**src/include/reset_seq_pkg.sv**
```systemverilog
// Purpose: Shared constants and types of the system reset sequencer.
// Assumes: The CPU clock equals sys_clk, so one half_clock_unit is half a sys_clk period.
// Notes:   Times are held in half_clock_unit and converted to sys_clk cycles here.
package reset_seq_pkg;

  localparam int unsigned CLK_HZ         = 25_000_000;
  localparam int unsigned TCL_PER_CYCLE  = 2;

  // Times in half_clock_unit and their cycle counts (least rounds up, longest rounds down).
  localparam int unsigned FILTER_TCL     = 4;
  localparam int unsigned FILTER_CYC     = (FILTER_TCL + TCL_PER_CYCLE - 1) / TCL_PER_CYCLE;
  localparam int unsigned SETTLE_TCL     = 12;
  localparam int unsigned SETTLE_CYC     = SETTLE_TCL / TCL_PER_CYCLE;
  localparam int unsigned START_TCL      = 16;
  localparam int unsigned START_CYC      = START_TCL / TCL_PER_CYCLE;
  localparam int unsigned SEQ_TCL        = 1024;
  localparam int unsigned SEQ_CYC        = SEQ_TCL / TCL_PER_CYCLE;
  localparam int unsigned POST_TCL       = 8;
  localparam int unsigned POST_CYC       = POST_TCL / TCL_PER_CYCLE;
  localparam int unsigned TRANSP_TCL     = 4;
  localparam int unsigned TRANSP_CYC     = TRANSP_TCL / TCL_PER_CYCLE;

  localparam logic [9:0]  SETTLE_LAST    = 10'(SETTLE_CYC - 1);
  localparam logic [9:0]  SEQ_LAST       = 10'(SEQ_CYC - 1);
  localparam logic [9:0]  POST_LAST      = 10'(POST_CYC - 1);
  localparam logic [9:0]  TRANSP_LAST    = 10'(TRANSP_CYC - 1);

  // Register byte offsets.
  localparam logic [3:0]  OFS_SYSCFG     = 4'h0;
  localparam logic [3:0]  OFS_WDTCTL     = 4'h4;
  localparam logic [3:0]  OFS_STATUS     = 4'h8;

  // Field positions.
  localparam int unsigned BIDIR_BIT      = 3;
  localparam int unsigned FLG_ASYNC      = 0;
  localparam int unsigned FLG_SW         = 1;
  localparam int unsigned FLG_WDT        = 2;
  localparam int unsigned FLG_SHORT      = 3;
  localparam int unsigned FLG_LONG       = 4;
  localparam int unsigned FLG_W          = 5;

  // Reset values.
  localparam logic [4:0]  FLAGS_RST      = 5'h01;
  localparam logic [15:0] CFG_RST        = 16'hffff;
  localparam logic [23:0] FETCH_START    = 24'h00_0000;
  localparam logic [5:0]  CFG_FORCED_ONE = 6'h3f;

  // Sequencer states, Gray coded along the usual path.
  typedef enum logic [2:0] {
    ST_RUN    = 3'h0,
    ST_SETTLE = 3'h1,
    ST_SEQ    = 3'h3,
    ST_POST   = 3'h2,
    ST_EXTEND = 3'h6,
    ST_FLASHW = 3'h7,
    ST_ASYNC  = 3'h4
  } seq_state_e;

  typedef enum logic [1:0] {
    KIND_HW    = 2'h0,
    KIND_SW    = 2'h1,
    KIND_WDT   = 2'h2,
    KIND_ASYNC = 2'h3
  } reset_kind_e;

endpackage : reset_seq_pkg

```
**src/hdl/system_reset_sequencer.sv**
```systemverilog
// Purpose: System reset sequencer with Avalon-MM register access.
// Assumes: All pin inputs are synchronous to sys_clk; rst_n is the power-on reset.
// Notes:   Pin filtering is a digital stand-in for the analog filter.
//
// Summary of operation
// - Low request with mode pin high: warm reset.
// - Warm reset tri-states I/O, drives reset output.
// - Settle window cancels holds, aborts bus cycle.
// - Pull-down only if bidir enable set; clear it.
// - Internal sequence starts early, lasts 1024 units.
// - Sample filtered input after 8 units: short/long.
// - Long reset opens config bits 15..13 briefly.
// - Extend until input high, then flash wait if internal.
// - Exit latches config, idles strobes, fetch zero.
// - Mode pin low converts to asynchronous reset.
// - Software/watchdog resets ignore the mode pin except for bidir pull.
// - Mode pin gated by filtered input only.
// - Software reset: short sequence, partial config latch.
// - Software bidir pull only while mode pin high.
// - Watchdog overflow starts the reset sequence.
// - Watchdog completes or aborts running bus cycle.
// - Watchdog end latches bits 12..8, sets 7..2.
// - Watchdog bidir pull only while mode pin high.
// - Async release restarts, after flash if internal.
// - Async reset: output low, abort, tri-state, pull-up.
// - Bidir enable is config bit 3, init only.
// - Reset cause flags readable by software.
//
// The implementer's own choices: the Avalon-MM interface to the registers and the register addresses.
module system_reset_sequencer (
  input  wire logic        sys_clk,
  input  wire logic        rst_n,
  input  wire logic        reset_request_pin_n_i,
  output logic             reset_request_pin_n_o,
  output logic             reset_request_pin_n_oe_n,
  input  wire logic        reset_mode_cap_pin,
  input  wire logic        external_boot_select_n,
  input  wire logic        flash_ready,
  input  wire logic [15:0] config_port_zero_i,
  input  wire logic        software_reset_instruction,
  input  wire logic        watchdog_overflow,
  input  wire logic        end_of_init_instruction,
  input  wire logic        ext_cycle_active,
  input  wire logic        ext_cycle_uses_ready,
  input  wire logic        wait_states_done,
  input  wire logic        ready_n,
  output logic             reset_output_pin_n,
  output logic             internal_reset_n,
  output logic             io_tristate,
  output logic             hold_cancel,
  output logic             bus_abort,
  output logic             port0_pullup,
  output logic             clock_option_transparent,
  output logic             bus_strobes_idle,
  output logic [15:0]      latched_config,
  output logic [23:0]      fetch_address,
  input  wire logic [3:0]  avs_address,
  input  wire logic        avs_read,
  input  wire logic        avs_write,
  input  wire logic [31:0] avs_writedata,
  input  wire logic [3:0]  avs_byteenable,
  output logic [31:0]      avs_readdata,
  output logic             avs_waitrequest
);

  reset_seq_pkg::seq_state_e  state_q,  state_d;
  reset_seq_pkg::reset_kind_e kind_q,   kind_d;
  logic [9:0]  cnt_q, cnt_d;
  logic [1:0]  filt_q;
  logic        filtered_reset_input_q;
  logic        bidir_en_q;
  logic        bdr_act_q;
  logic        init_open_q;
  logic        reset_output_pin_n_n_q;
  logic        transp_q;
  logic [4:0]  flags_q;
  logic        ack_q;
  logic [31:0] rdata_q;
  logic [15:0] cfg_q;
  logic [23:0] fetch_q;

  // Input filter: the filtered level only moves after a stable run of samples.
  always_ff @(posedge sys_clk or negedge rst_n) begin
    if (!rst_n) begin
      filt_q <= 2'b00;
      filtered_reset_input_q <= 1'b0;
    end else begin
      filt_q <= {filt_q[0], reset_request_pin_n_i};
      if (filt_q == 2'b00) begin
        filtered_reset_input_q <= 1'b0;
      end else if (filt_q == 2'b11) begin
        filtered_reset_input_q <= 1'b1;
      end
    end
  end

  wire in_run      = (state_q == reset_seq_pkg::ST_RUN);
  wire in_settle   = (state_q == reset_seq_pkg::ST_SETTLE);
  wire in_seq      = (state_q == reset_seq_pkg::ST_SEQ);
  wire in_post     = (state_q == reset_seq_pkg::ST_POST);
  wire in_extend   = (state_q == reset_seq_pkg::ST_EXTEND);
  wire in_flashw   = (state_q == reset_seq_pkg::ST_FLASHW);
  wire in_async    = (state_q == reset_seq_pkg::ST_ASYNC);
  wire kind_hw     = (kind_q == reset_seq_pkg::KIND_HW);
  wire kind_sw     = (kind_q == reset_seq_pkg::KIND_SW);
  wire kind_wdt    = (kind_q == reset_seq_pkg::KIND_WDT);
  wire internal_boot = external_boot_select_n;

  wire hw_req      = in_run && !filtered_reset_input_q && reset_mode_cap_pin;
  wire async_req   = !filtered_reset_input_q && !reset_mode_cap_pin;
  wire async_conv  = async_req && kind_hw && (in_settle || in_seq || in_extend);
  wire wdt_abort   = ext_cycle_active && ext_cycle_uses_ready && wait_states_done
                     && ready_n;
  wire wdt_bus_ok  = !ext_cycle_active || wdt_abort;
  wire settle_go   = (cnt_q == reset_seq_pkg::SETTLE_LAST) && (!kind_wdt || wdt_bus_ok);
  wire seq_done    = in_seq && (cnt_q == reset_seq_pkg::SEQ_LAST);
  wire post_done   = in_post && (cnt_q == reset_seq_pkg::POST_LAST);
  wire exit_now    = (state_d == reset_seq_pkg::ST_RUN) && !in_run;
  wire transp_end  = in_extend && filtered_reset_input_q && (cnt_q == reset_seq_pkg::TRANSP_LAST);

  // Sequencer next state.
  always_comb begin
    state_d = state_q;
    kind_d  = kind_q;
    cnt_d   = cnt_q + 10'h001;
    case (state_q)
      reset_seq_pkg::ST_RUN: begin
        if (async_req) begin
          state_d = reset_seq_pkg::ST_ASYNC;
          kind_d  = reset_seq_pkg::KIND_ASYNC;
        end else if (hw_req) begin
          state_d = reset_seq_pkg::ST_SETTLE;
          kind_d  = reset_seq_pkg::KIND_HW;
        end else if (watchdog_overflow) begin
          state_d = reset_seq_pkg::ST_SETTLE;
          kind_d  = reset_seq_pkg::KIND_WDT;
        end else if (software_reset_instruction) begin
          state_d = reset_seq_pkg::ST_SETTLE;
          kind_d  = reset_seq_pkg::KIND_SW;
        end
      end
      reset_seq_pkg::ST_SETTLE: begin
        if (async_conv) begin
          state_d = reset_seq_pkg::ST_ASYNC;
          kind_d  = reset_seq_pkg::KIND_ASYNC;
        end else if (settle_go) begin
          state_d = reset_seq_pkg::ST_SEQ;
        end else if (cnt_q == reset_seq_pkg::SETTLE_LAST) begin
          cnt_d = cnt_q;
        end
      end
      reset_seq_pkg::ST_SEQ: begin
        if (async_conv) begin
          state_d = reset_seq_pkg::ST_ASYNC;
          kind_d  = reset_seq_pkg::KIND_ASYNC;
        end else if (seq_done) begin
          state_d = reset_seq_pkg::ST_POST;
        end
      end
      reset_seq_pkg::ST_POST: begin
        if (post_done) begin
          if (!filtered_reset_input_q) begin
            state_d = reset_seq_pkg::ST_EXTEND;
            kind_d  = reset_seq_pkg::KIND_HW;
          end else if (internal_boot) begin
            state_d = reset_seq_pkg::ST_FLASHW;
          end else begin
            state_d = reset_seq_pkg::ST_RUN;
          end
        end
      end
      reset_seq_pkg::ST_EXTEND: begin
        if (async_conv) begin
          state_d = reset_seq_pkg::ST_ASYNC;
          kind_d  = reset_seq_pkg::KIND_ASYNC;
        end else if (!filtered_reset_input_q) begin
          cnt_d = 10'h000;
        end else if (transp_end) begin
          state_d = internal_boot ? reset_seq_pkg::ST_FLASHW : reset_seq_pkg::ST_RUN;
        end
      end
      reset_seq_pkg::ST_FLASHW: begin
        if (flash_ready) begin
          state_d = reset_seq_pkg::ST_RUN;
        end
      end
      reset_seq_pkg::ST_ASYNC: begin
        if (filtered_reset_input_q) begin
          state_d = internal_boot ? reset_seq_pkg::ST_FLASHW : reset_seq_pkg::ST_RUN;
        end
      end
      default: begin
        state_d = reset_seq_pkg::ST_ASYNC;
        kind_d  = reset_seq_pkg::KIND_ASYNC;
      end
    endcase
    if (state_d != state_q) begin
      cnt_d = 10'h000;
    end
  end

  always_ff @(posedge sys_clk or negedge rst_n) begin
    if (!rst_n) begin
      state_q <= reset_seq_pkg::ST_ASYNC;
      kind_q  <= reset_seq_pkg::KIND_ASYNC;
      cnt_q   <= 10'h000;
    end else begin
      state_q <= state_d;
      kind_q  <= kind_d;
      cnt_q   <= cnt_d;
    end
  end

  // Bidirectional pull-down: armed from the enable at reset start, enable then cleared.
  wire start_sync  = in_run && (state_d == reset_seq_pkg::ST_SETTLE);
  wire start_any   = in_run && !(state_d == reset_seq_pkg::ST_RUN);
  wire pull_phase  = in_settle || in_seq;
  wire pull_low    = bdr_act_q && pull_phase && (kind_hw || reset_mode_cap_pin);

  // Register bus decode.
  wire bus_req     = avs_read || avs_write;
  wire sel_syscfg  = (avs_address == reset_seq_pkg::OFS_SYSCFG);
  wire sel_wdtctl  = (avs_address == reset_seq_pkg::OFS_WDTCTL);
  wire sel_status  = (avs_address == reset_seq_pkg::OFS_STATUS);
  wire wr_take     = avs_write && ack_q && avs_byteenable[0];
  wire wr_syscfg   = wr_take && sel_syscfg && init_open_q && in_run;
  wire wr_wdtctl   = wr_take && sel_wdtctl;
  wire [31:0] rd_mux = sel_syscfg ? {28'h000_0000, bidir_en_q, 3'h0} :
                       sel_wdtctl ? {27'h000_0000, flags_q} :
                       sel_status ? {cfg_q, 8'h00, reset_output_pin_n_n_q, transp_q, kind_q, 1'b0, state_q} :
                       32'h0000_0000;

  always_ff @(posedge sys_clk or negedge rst_n) begin
    if (!rst_n) begin
      bidir_en_q  <= 1'b0;
      bdr_act_q   <= 1'b0;
      init_open_q <= 1'b0;
      reset_output_pin_n_n_q  <= 1'b0;
    end else begin
      if (start_any || !in_run) begin
        bidir_en_q <= 1'b0;
      end else if (wr_syscfg) begin
        bidir_en_q <= avs_writedata[reset_seq_pkg::BIDIR_BIT];
      end
      if (start_sync) begin
        bdr_act_q <= bidir_en_q;
      end else if (in_run) begin
        bdr_act_q <= 1'b0;
      end
      if (exit_now) begin
        init_open_q <= 1'b1;
      end else if (end_of_init_instruction || !in_run) begin
        init_open_q <= exit_now;
      end
      if (start_any || !in_run) begin
        reset_output_pin_n_n_q <= 1'b0;
      end else if (end_of_init_instruction) begin
        reset_output_pin_n_n_q <= 1'b1;
      end
    end
  end

  // Reset cause flags; a set in the same cycle as a clear wins.
  logic [4:0] flag_set;
  always_comb begin
    flag_set = 5'h00;
    if (in_async && filtered_reset_input_q) begin
      flag_set[reset_seq_pkg::FLG_ASYNC] = 1'b1;
    end
    if (post_done) begin
      if (!filtered_reset_input_q) begin
        flag_set[reset_seq_pkg::FLG_SHORT] = 1'b1;
        flag_set[reset_seq_pkg::FLG_LONG]  = kind_hw;
      end else begin
        flag_set[reset_seq_pkg::FLG_SHORT] = kind_hw;
        flag_set[reset_seq_pkg::FLG_SW]    = kind_sw;
        flag_set[reset_seq_pkg::FLG_WDT]   = kind_wdt;
      end
    end
  end

  always_ff @(posedge sys_clk or negedge rst_n) begin
    if (!rst_n) begin
      flags_q <= reset_seq_pkg::FLAGS_RST;
    end else if (start_any) begin
      flags_q <= 5'h00;
    end else begin
      flags_q <= (flags_q & ~(wr_wdtctl ? avs_writedata[4:0] : 5'h00)) | flag_set;
    end
  end

  // Clock-option transparency and configuration latch.
  always_ff @(posedge sys_clk or negedge rst_n) begin
    if (!rst_n) begin
      transp_q <= 1'b0;
      cfg_q    <= reset_seq_pkg::CFG_RST;
      fetch_q  <= reset_seq_pkg::FETCH_START;
    end else begin
      if (post_done && !filtered_reset_input_q && kind_hw) begin
        transp_q <= 1'b1;
      end else if (transp_end || !in_extend) begin
        transp_q <= 1'b0;
      end
      if (transp_q) begin
        cfg_q[15:13] <= config_port_zero_i[15:13];
      end
      if (exit_now) begin
        fetch_q <= reset_seq_pkg::FETCH_START;
        if (kind_sw || kind_wdt) begin
          cfg_q[12:8] <= config_port_zero_i[12:8];
          cfg_q[7:2]  <= reset_seq_pkg::CFG_FORCED_ONE;
        end else begin
          cfg_q <= config_port_zero_i;
        end
      end
    end
  end

  // Avalon-MM slave: one wait cycle, read data registered for the release edge.
  always_ff @(posedge sys_clk or negedge rst_n) begin
    if (!rst_n) begin
      ack_q   <= 1'b0;
      rdata_q <= 32'h0000_0000;
    end else begin
      ack_q <= bus_req && !ack_q;
      if (avs_read && !ack_q) begin
        rdata_q <= rd_mux;
      end
    end
  end

  assign avs_waitrequest          = bus_req && !ack_q;
  assign avs_readdata             = rdata_q;
  assign reset_request_pin_n_o    = 1'b0;
  assign reset_request_pin_n_oe_n = !pull_low;
  assign reset_output_pin_n       = reset_output_pin_n_n_q;
  assign internal_reset_n         = in_run;
  assign io_tristate              = !in_run;
  assign hold_cancel              = in_settle || in_async;
  assign bus_abort                = in_async || (in_settle && !kind_wdt)
                                    || (in_settle && kind_wdt && wdt_abort);
  assign port0_pullup             = in_async;
  assign clock_option_transparent = transp_q;
  assign bus_strobes_idle         = !in_run;
  assign latched_config           = cfg_q;
  assign fetch_address            = fetch_q;

  // Checks.
  chk_out_low: assert property (@(posedge sys_clk) disable iff (!rst_n)
    !in_run |-> !reset_output_pin_n)
    else $error("Reset output high during reset.");
  chk_start_window: assert property (@(posedge sys_clk) disable iff (!rst_n)
    hw_req && !async_req |-> ##[1:8] (in_seq || in_async))
    else $error("Sequence did not start in time.");
  chk_seq_length: assert property (@(posedge sys_clk) disable iff (!rst_n)
    in_seq && !async_conv && (cnt_q != reset_seq_pkg::SEQ_LAST) |=>
    in_seq && (cnt_q == $past(cnt_q) + 10'h001))
    else $error("Sequence ended early.");
  chk_seq_exit: assert property (@(posedge sys_clk) disable iff (!rst_n)
    in_seq && (state_d == reset_seq_pkg::ST_POST) |-> cnt_q == reset_seq_pkg::SEQ_LAST)
    else $error("Sequence length wrong.");
  chk_post_wait: assert property (@(posedge sys_clk) disable iff (!rst_n)
    $rose(in_post) |-> in_post [*4] ##1 !in_post)
    else $error("Sample delay wrong.");
  chk_async_conv: assert property (@(posedge sys_clk) disable iff (!rst_n)
    kind_hw && (in_settle || in_seq) && async_req |=> in_async)
    else $error("Missed asynchronous conversion.");
  chk_sw_mode_ignored: assert property (@(posedge sys_clk) disable iff (!rst_n)
    (kind_sw || kind_wdt) && (in_settle || in_seq) |=> !in_async)
    else $error("Software reset converted.");
  chk_bidir_pull: assert property (@(posedge sys_clk) disable iff (!rst_n)
    (kind_sw || kind_wdt) && !reset_mode_cap_pin |-> reset_request_pin_n_oe_n)
    else $error("Pull-down active with mode pin low.");
  chk_bidir_clear: assert property (@(posedge sys_clk) disable iff (!rst_n)
    in_settle |-> !bidir_en_q)
    else $error("Bidir enable survived reset.");
  chk_transp_off: assert property (@(posedge sys_clk) disable iff (!rst_n)
    in_extend && $rose(filtered_reset_input_q) && transp_q |-> transp_q ##2 !transp_q)
    else $error("Transparency end wrong.");
  chk_flash_hold: assert property (@(posedge sys_clk) disable iff (!rst_n)
    in_flashw && !flash_ready |=> !internal_reset_n)
    else $error("Released before flash ready.");
  chk_sw_config: assert property (@(posedge sys_clk) disable iff (!rst_n)
    $rose(internal_reset_n) && (kind_sw || kind_wdt) |->
    latched_config[7:2] == reset_seq_pkg::CFG_FORCED_ONE &&
    fetch_address == reset_seq_pkg::FETCH_START)
    else $error("Partial config latch wrong.");

  cov_long: cover property (@(posedge sys_clk) disable iff (!rst_n) $rose(transp_q));
  cov_async: cover property (@(posedge sys_clk) disable iff (!rst_n) async_conv);
  cov_wdt_abort: cover property (@(posedge sys_clk) disable iff (!rst_n)
    in_settle && kind_wdt && wdt_abort);
  cov_sw_exit: cover property (@(posedge sys_clk) disable iff (!rst_n)
    exit_now && kind_sw);

endmodule : system_reset_sequencer

```
**config.mk**
```make
export PLATFORM = sky130hd
export DESIGN_NAME = system_reset_sequencer
export DESIGN_NICKNAME = d
export VERILOG_FILES = /design/src/include/reset_seq_pkg.sv /design/src/hdl/system_reset_sequencer.sv
export SDC_FILE = /design/constraint.sdc
export NUM_CORES = 1
export LEC_CHECK = 0
export ABC_AREA = 1
export BUFFER_PORTS_ARGS = -buffer_cell sky130_fd_sc_hd__buf_2
export CORE_ASPECT_RATIO = 1.25
export CORE_MARGIN = 2
export CORE_UTILIZATION = 53
export DETAILED_ROUTE_END_ITERATION = 8
export HOLD_SLACK_MARGIN = 0.06
export PLACE_DENSITY_LB_ADDON = 0.08
export SLEW_MARGIN = 5
export SYNTH_ARGS = -nofsm -noshare
export SYNTH_HDL_FRONTEND = slang
export SYNTH_SLANG_ARGS = --single-unit
```
**constraint.sdc**
```tcl
create_clock -name sys_clk -period 3.3 [get_ports sys_clk]
set_input_delay 0.165 -clock sys_clk [delete_from_list [all_inputs] [get_ports sys_clk]]
set_output_delay 0.165 -clock sys_clk [all_outputs]
set_load 0.005 [all_outputs]
```
---- Word level (Yosys, flattened, before mapping) ----
Cells that the tools add are included.
word-level totals
  flip-flop bits (word level) ............. 77
  input bits .............................. 71
  output and inout bits ................... 83
  word-level logic and storage cells ...... 172
cells by class
  $add $sub $neg .......................... 1
  equal/unequal tests ..................... 22
  multiplexer cells ....................... 59
  bitwise gates (word level) .............. 5
  reduce and logical (&&, ||, !) cells .... 69
operators by type and width
  kind                     count
  $mux W32                 3
  $mux W10                 6
  $mux W3                  18
  $logic_and A1 B1 Y1      32
  $pmux W3 S7              1
  $pmux W10 S2             1
  $mux W2                  9
  $mux W16                 1
  $mux W1                  15
  $logic_or A1 B1 Y1       13
  $reduce_bool A2 Y1       6
  $add A10 B1 Y10 const B  1
  $eq A10 B1 Y1 const B    1
  $eq A10 B2 Y1 const B    1
  $eq A10 B3 Y1 const B    1
  $eq A10 B9 Y1 const B    1
  $mux W5                  2
  $eq A3 B3 Y1 const B     3
  $logic_not A1 Y1         9
  $pmux W2 S4              1
  $eq A3 B1 Y1 const B     2
  $eq A3 B2 Y1 const B     2
  $logic_not A3 Y1         2
  $mux W6                  1
  other kinds (20)         24

---- Longest topological paths before layout ----
  depth after elaboration ................. 14
  gate-level depth with buffers ........... 14

---- Least setup slack after synthesis ----
Ideal clock, no wire load.
  kind .................................... register -> register
  start ................................... register kind_q[0]
  end ..................................... register cnt_q[3]
  arrival ................................. 1.793 ns
  required time ........................... 3.226 ns
  setup slack ............................. 1.433 ns
  cell stages (with the launch flop) ...... 12
  buffers on the path ..................... 0
  clock period less this slack ............ 1.867 ns
  path through ............................ dfstp_2 inv_1 ha_1 nand3_1 inv_1 nand2_1 nand2_1 nor2_2 nand3_2 xor2_1 nand3_4 nor2_1
between the ends
  cells in the longest elaborated chain, start to end .. 9
  elaborated cells between the ends (all ways) .. 19
  classes of those cells .................. eq/ne: 3; mux: 10; reduce/logical: 6
RTL lines
  item                                                RTL line                       RTL
  from (decl)                                         system_reset_sequencer.sv:67   reset_seq_pkg::reset_kind_e kind_q, kind_d;
  from (signal assigned)                              system_reset_sequencer.sv:205  kind_q <= reset_seq_pkg::KIND_ASYNC;
  from (signal assigned)                              system_reset_sequencer.sv:209  kind_q <= kind_d;
  $eq A2 B2 Y1                                        system_reset_sequencer.sv:106  wire kind_wdt = (kind_q == reset_seq_pkg::KIND_WDT);
  $logic_not A1 Y1                                    system_reset_sequencer.sv:115  wire settle_go = (cnt_q == reset_seq_pkg::SETTLE_LAST) && (!kind_wdt || wdt_bus_ok);
  $logic_or A1 B1 Y1                                  system_reset_sequencer.sv:115
  $logic_and A1 B1 Y1                                 system_reset_sequencer.sv:115
  $mux W3                                             system_reset_sequencer.sv:146  end else if (settle_go) begin
  $mux W3                                             system_reset_sequencer.sv:143  if (async_conv) begin
  $pmux W3 S7 (*)                                     system_reset_sequencer.sv:126  case (state_q)
  net state_d[2]                                      system_reset_sequencer.sv:66   reset_seq_pkg::seq_state_e state_q, state_d;
  $ne A3 B3 Y1 (*)                                    system_reset_sequencer.sv:197  if (state_d != state_q) begin
  $ne A5 B4 Y1 (no line) or $mux W10 (tied branches)  --
  to (signal assigned)                                system_reset_sequencer.sv:210  cnt_q <= cnt_d;
  to (decl)                                           system_reset_sequencer.sv:68   logic [9:0] cnt_q, cnt_d;
Mark *: on every way through the listed nets, which the timed path passes. The rest lies on a longest branch.
A chain may end at the register's enable or synchronous reset.

---- Worst setup path in the final report ----
  start ................................... register kind_q[0]
  end ..................................... register flags_q[3]
between the ends
  cells in the longest elaborated chain, start to end .. 11
  elaborated cells between the ends (all ways) .. 19
  classes of those cells .................. eq/ne: 1; mux: 8; bitwise: 1; reduce/logical: 9
RTL lines
  item                  RTL line                       RTL
  $eq A2 B2 Y1          system_reset_sequencer.sv:106
  $logic_not A1 Y1      system_reset_sequencer.sv:115
  $logic_or A1 B1 Y1    system_reset_sequencer.sv:115
  $logic_and A1 B1 Y1   system_reset_sequencer.sv:115
  $mux W3               system_reset_sequencer.sv:146
  $mux W3               system_reset_sequencer.sv:143
  $pmux W3 S7           system_reset_sequencer.sv:126
  $logic_not A3 Y1      system_reset_sequencer.sv:216  wire start_any = in_run && !(state_d == reset_seq_pkg::ST_RUN);
  $logic_not A1 Y1      system_reset_sequencer.sv:216
  $logic_and A1 B1 Y1   system_reset_sequencer.sv:216
  $mux W5 (*)           system_reset_sequencer.sv:285  end else if (start_any) begin
  to (signal assigned)  system_reset_sequencer.sv:284  flags_q <= reset_seq_pkg::FLAGS_RST;
  to (signal assigned)  system_reset_sequencer.sv:288  flags_q <= (flags_q & ~(wr_wdtctl ? avs_writedata[4:0] : 5'h00)) | flag_set;
  to (decl)             system_reset_sequencer.sv:76   logic [4:0] flags_q;
Mark *: on every way between the ends. The rest lies on a longest branch, timed or not.

==> flow_metrics.tcl <==
set metrics [dict create \
    reg2reg_from "kind_q[0]" \
    p_seq_frac 0.353 \
    dieArea_um2 8200 \
    yosys_register_bits 69 \
    cts_max_level 3 \
    fin_cells 702 \
    post-synth-top-count-cell "nand2_1" \
    timing.critical_path.to_type "register" \
    cts_sinks 69 \
    port_buffers 90 \
    hold_path.class "in2reg" \
    globalplace.congestion 0.925 \
    viasPerCell 5.03 \
    initial_utilization 0.543 \
    drc 0 \
    yosysWarnings 0 \
    fin_worst_skew_ns 0.00807 \
    antenna_found_initial 0 \
    die_w_um 81.4 \
    fin_crit_sh 0.725 \
    rrSetupSlack_ns 0.91 \
    grt_setup_unrepaired "no" \
    cp.required_ns 3.58 \
    clk_pin_slew_ns 0.08 \
    hold_viol_final 0 \
    synth.area.top_cells "dfrtp_1, dfstp_2, nand2_1" \
    finalSetupViolCount 0 \
    pwr-share-comb 0.414 \
    dp_cells 675 \
    drive_gt1_frac 0.282 \
    track_usage 0.241 \
    crit_type "reg2reg" \
    netlist_instances 502 \
    grt_pass1_wl_um 15200 \
    synth_edf_count 0 \
    area_delta_synth_final_pct 18.8 \
    finalWirelength_um 9200 \
    wl_per_cell_um 13.1 \
    hpwl_um 6920 \
    clock_latency_ns 0.35 \
    via_count 3529 \
    drt_iter0_drc 173 \
    min_path_cells 3 \
    grt_start_max_net_pins 33 \
    cts_max_path_buffers 2 \
    numCtsBuffers 9 \
    clock-root-buffer "clkbuf_8" \
    pin_count 154 \
    ir_drop_uv 393 \
    p_clk_frac 0.233 \
    ys.flop_type "dfrtp_1" \
    whs_endpoint "latched_config[14]" \
    holdWs_ns 0.0721 \
    maxSlewViolCount 0 \
    max-slew-margin-rel 0.394 \
    fillers 688 \
    regArea_um2 1750 \
    startpoint_type "register" \
    die_h_um 101 \
    tightest_slew_ns 0.908 \
    r2r_end "flags_q[3]" \
    internal_power_w 0.00214 \
    worstHoldStart "config_port_zero_i[14]" \
    fin_crit_ns 2.39 \
    dr.pass1.iters 4 \
    net-switching-power_w 0.00151 \
    ys_async_sr_fraction 1.00 \
    core_area_um2 7310 \
    seq_area_frac_synth 0.441 \
    critPathArrivalTime_ns 2.67 \
    syn_area_per_cell_um2 7.91 \
    powerDensity_nw_per_um2 775 \
    synth_area_um2 3970 \
    antenna_cells 0 \
    fin_setup_tns_ns 0 \
    grt_pass1_vias 3322 \
    tritoncts "yes" \
    gr-total-overflow 0 \
    maxCapViolations 0 \
    synthTopCellsByCount "nand2_1, dfrtp_1, inv_1, nand3_1, nor2_1" \
    cts_resized 0 \
    synth_cell_type_count 39 \
    p_leak_nw 2.50 \
    fmax_ghz 0.418 \
    path_max_fanout 11 \
    yosys.area.top_type "dfrtp_1" \
    reg2reg_depth 13 \
    synth_top_cell_area_share 0.309 \
    antenna_left 0 \
    rows 35 \
    multiInputGateArea_um2 1800 \
    status "finished, final reports clean" \
    p_sw_frac 0.413 \
    finalNetCount 682 \
]
-- worst max-delay path: stages, from the launching register on --
cell     delay (ns)
dfstp_2        0.55
inv_1          0.08
ha_1           0.25
nand3_1        0.15
inv_1          0.09
nand2_1        0.06
nand2_1        0.06
nor2_2         0.10
nand2_1        0.06
nor2_1         0.08
nand3_1        0.08
nor2_2         0.37
nor2_1         0.21
a21oi_1        0.17
-- per-layer routing --
layer	up-vias	global-route usage	wire length (µm)
li1	1758	-	-
met1	1675	0.309	3950
met2	85	0.404	4700
met3	11	0.0394	436
met4	0	0.0939	111
met5	-	0	0
-- registers in the layout, indices dropped and copies added (netlist names), 2 cells and up --
register / count
avs_readdata: 24
filt_q: 2
latched_config: 16
flags_q: 5
state_q: 3
cnt_q: 10
kind_q: 2
-- cells in the final DEF (no fill, tap or decap), types with 2 or more instances in the layout --
cell type,n
a21oi_1,8
a31oi_1,2
buf_2,90
buf_4,4
bufinv_16,3
clkbuf_8,9
conb_1,33
dfrtp_1,49
dfstp_2,20
dlygate4sd3_1,11
ha_1,6
inv_1,48
inv_2,2
inv_4,3
inv_6,2
nand2_1,131
nand2_2,4
nand3_1,43
nand3_2,3
nand3_4,2
nand3b_1,2
nand4_1,14
nor2_1,40
nor2_2,16
nor2_4,2
nor3_1,8
o21ai_0,27
o21ai_2,4
o31ai_1,8
or2_2,3
-- through the flow --
stage,utilization,setup slack (ns),area [µm²],total power [W]
3_5_place_dp,0.596,0.921,4360,0.00282
5_1_grt,0.645,0.611,4720,0.00394
3_3_place_gp,0.596,0.960,4360,0.00278
6_report,0.645,0.908,4720,0.00366
2_1_floorplan,-,1.43,4090,0.00244
4_1_cts,0.645,0.911,4720,0.00369
-- worst max-delay path by stage --
stage / start / depth (start not counted) / end
after detailed placement: kind_q[0] / 13 / flags_q[1]
after floorplan: kind_q[0] / 11 / cnt_q[3]
final: kind_q[0] / 13 / flags_q[3]
after global routing: kind_q[0] / 13 / flags_q[4]
after CTS: kind_q[0] / 13 / flags_q[3]
after global placement: kind_q[0] / 13 / flags_q[3]
-- power groups by stage --
stage	Sequential, W	Combinational, W	Clock [W]
after floorplan	0.00124	0.00120	0
after global placement	0.00129	0.00149	0
after detailed placement	0.00130	0.00152	0
after CTS	0.00129	0.00153	0.000866
after global routing	0.00131	0.00173	0.000899
final	0.00129	0.00151	0.000852
-- repair_timing --
item,in CTS,in global routing
buffers inserted,0,0
hold buffers,11,0
endpoints found under the hold margin,31,0
-- layout make-up --
type,instances,area share
multi-input combinational,366,0.382
tap,92,0.0244
clock buffer,9,0.0263
clock inverter,7,0.0257
sequential,69,0.371
inverter,54,0.0446
timing repair buffer,105,0.125
-- kinds of logic after synthesis --
group | Yosys count | share of synthesized area
compound gates | 55 | 0.0832
xor+xnor | 1 | 0.00221
fa+ha+maj | 6 | 0.0189
buf+inv | 99 | 0.135
flops | 69 | 0.441
other cells | 1 | 0.000945
simple gates | 271 | 0.319
No activity file was read; power rests on OpenSTA's default activity.
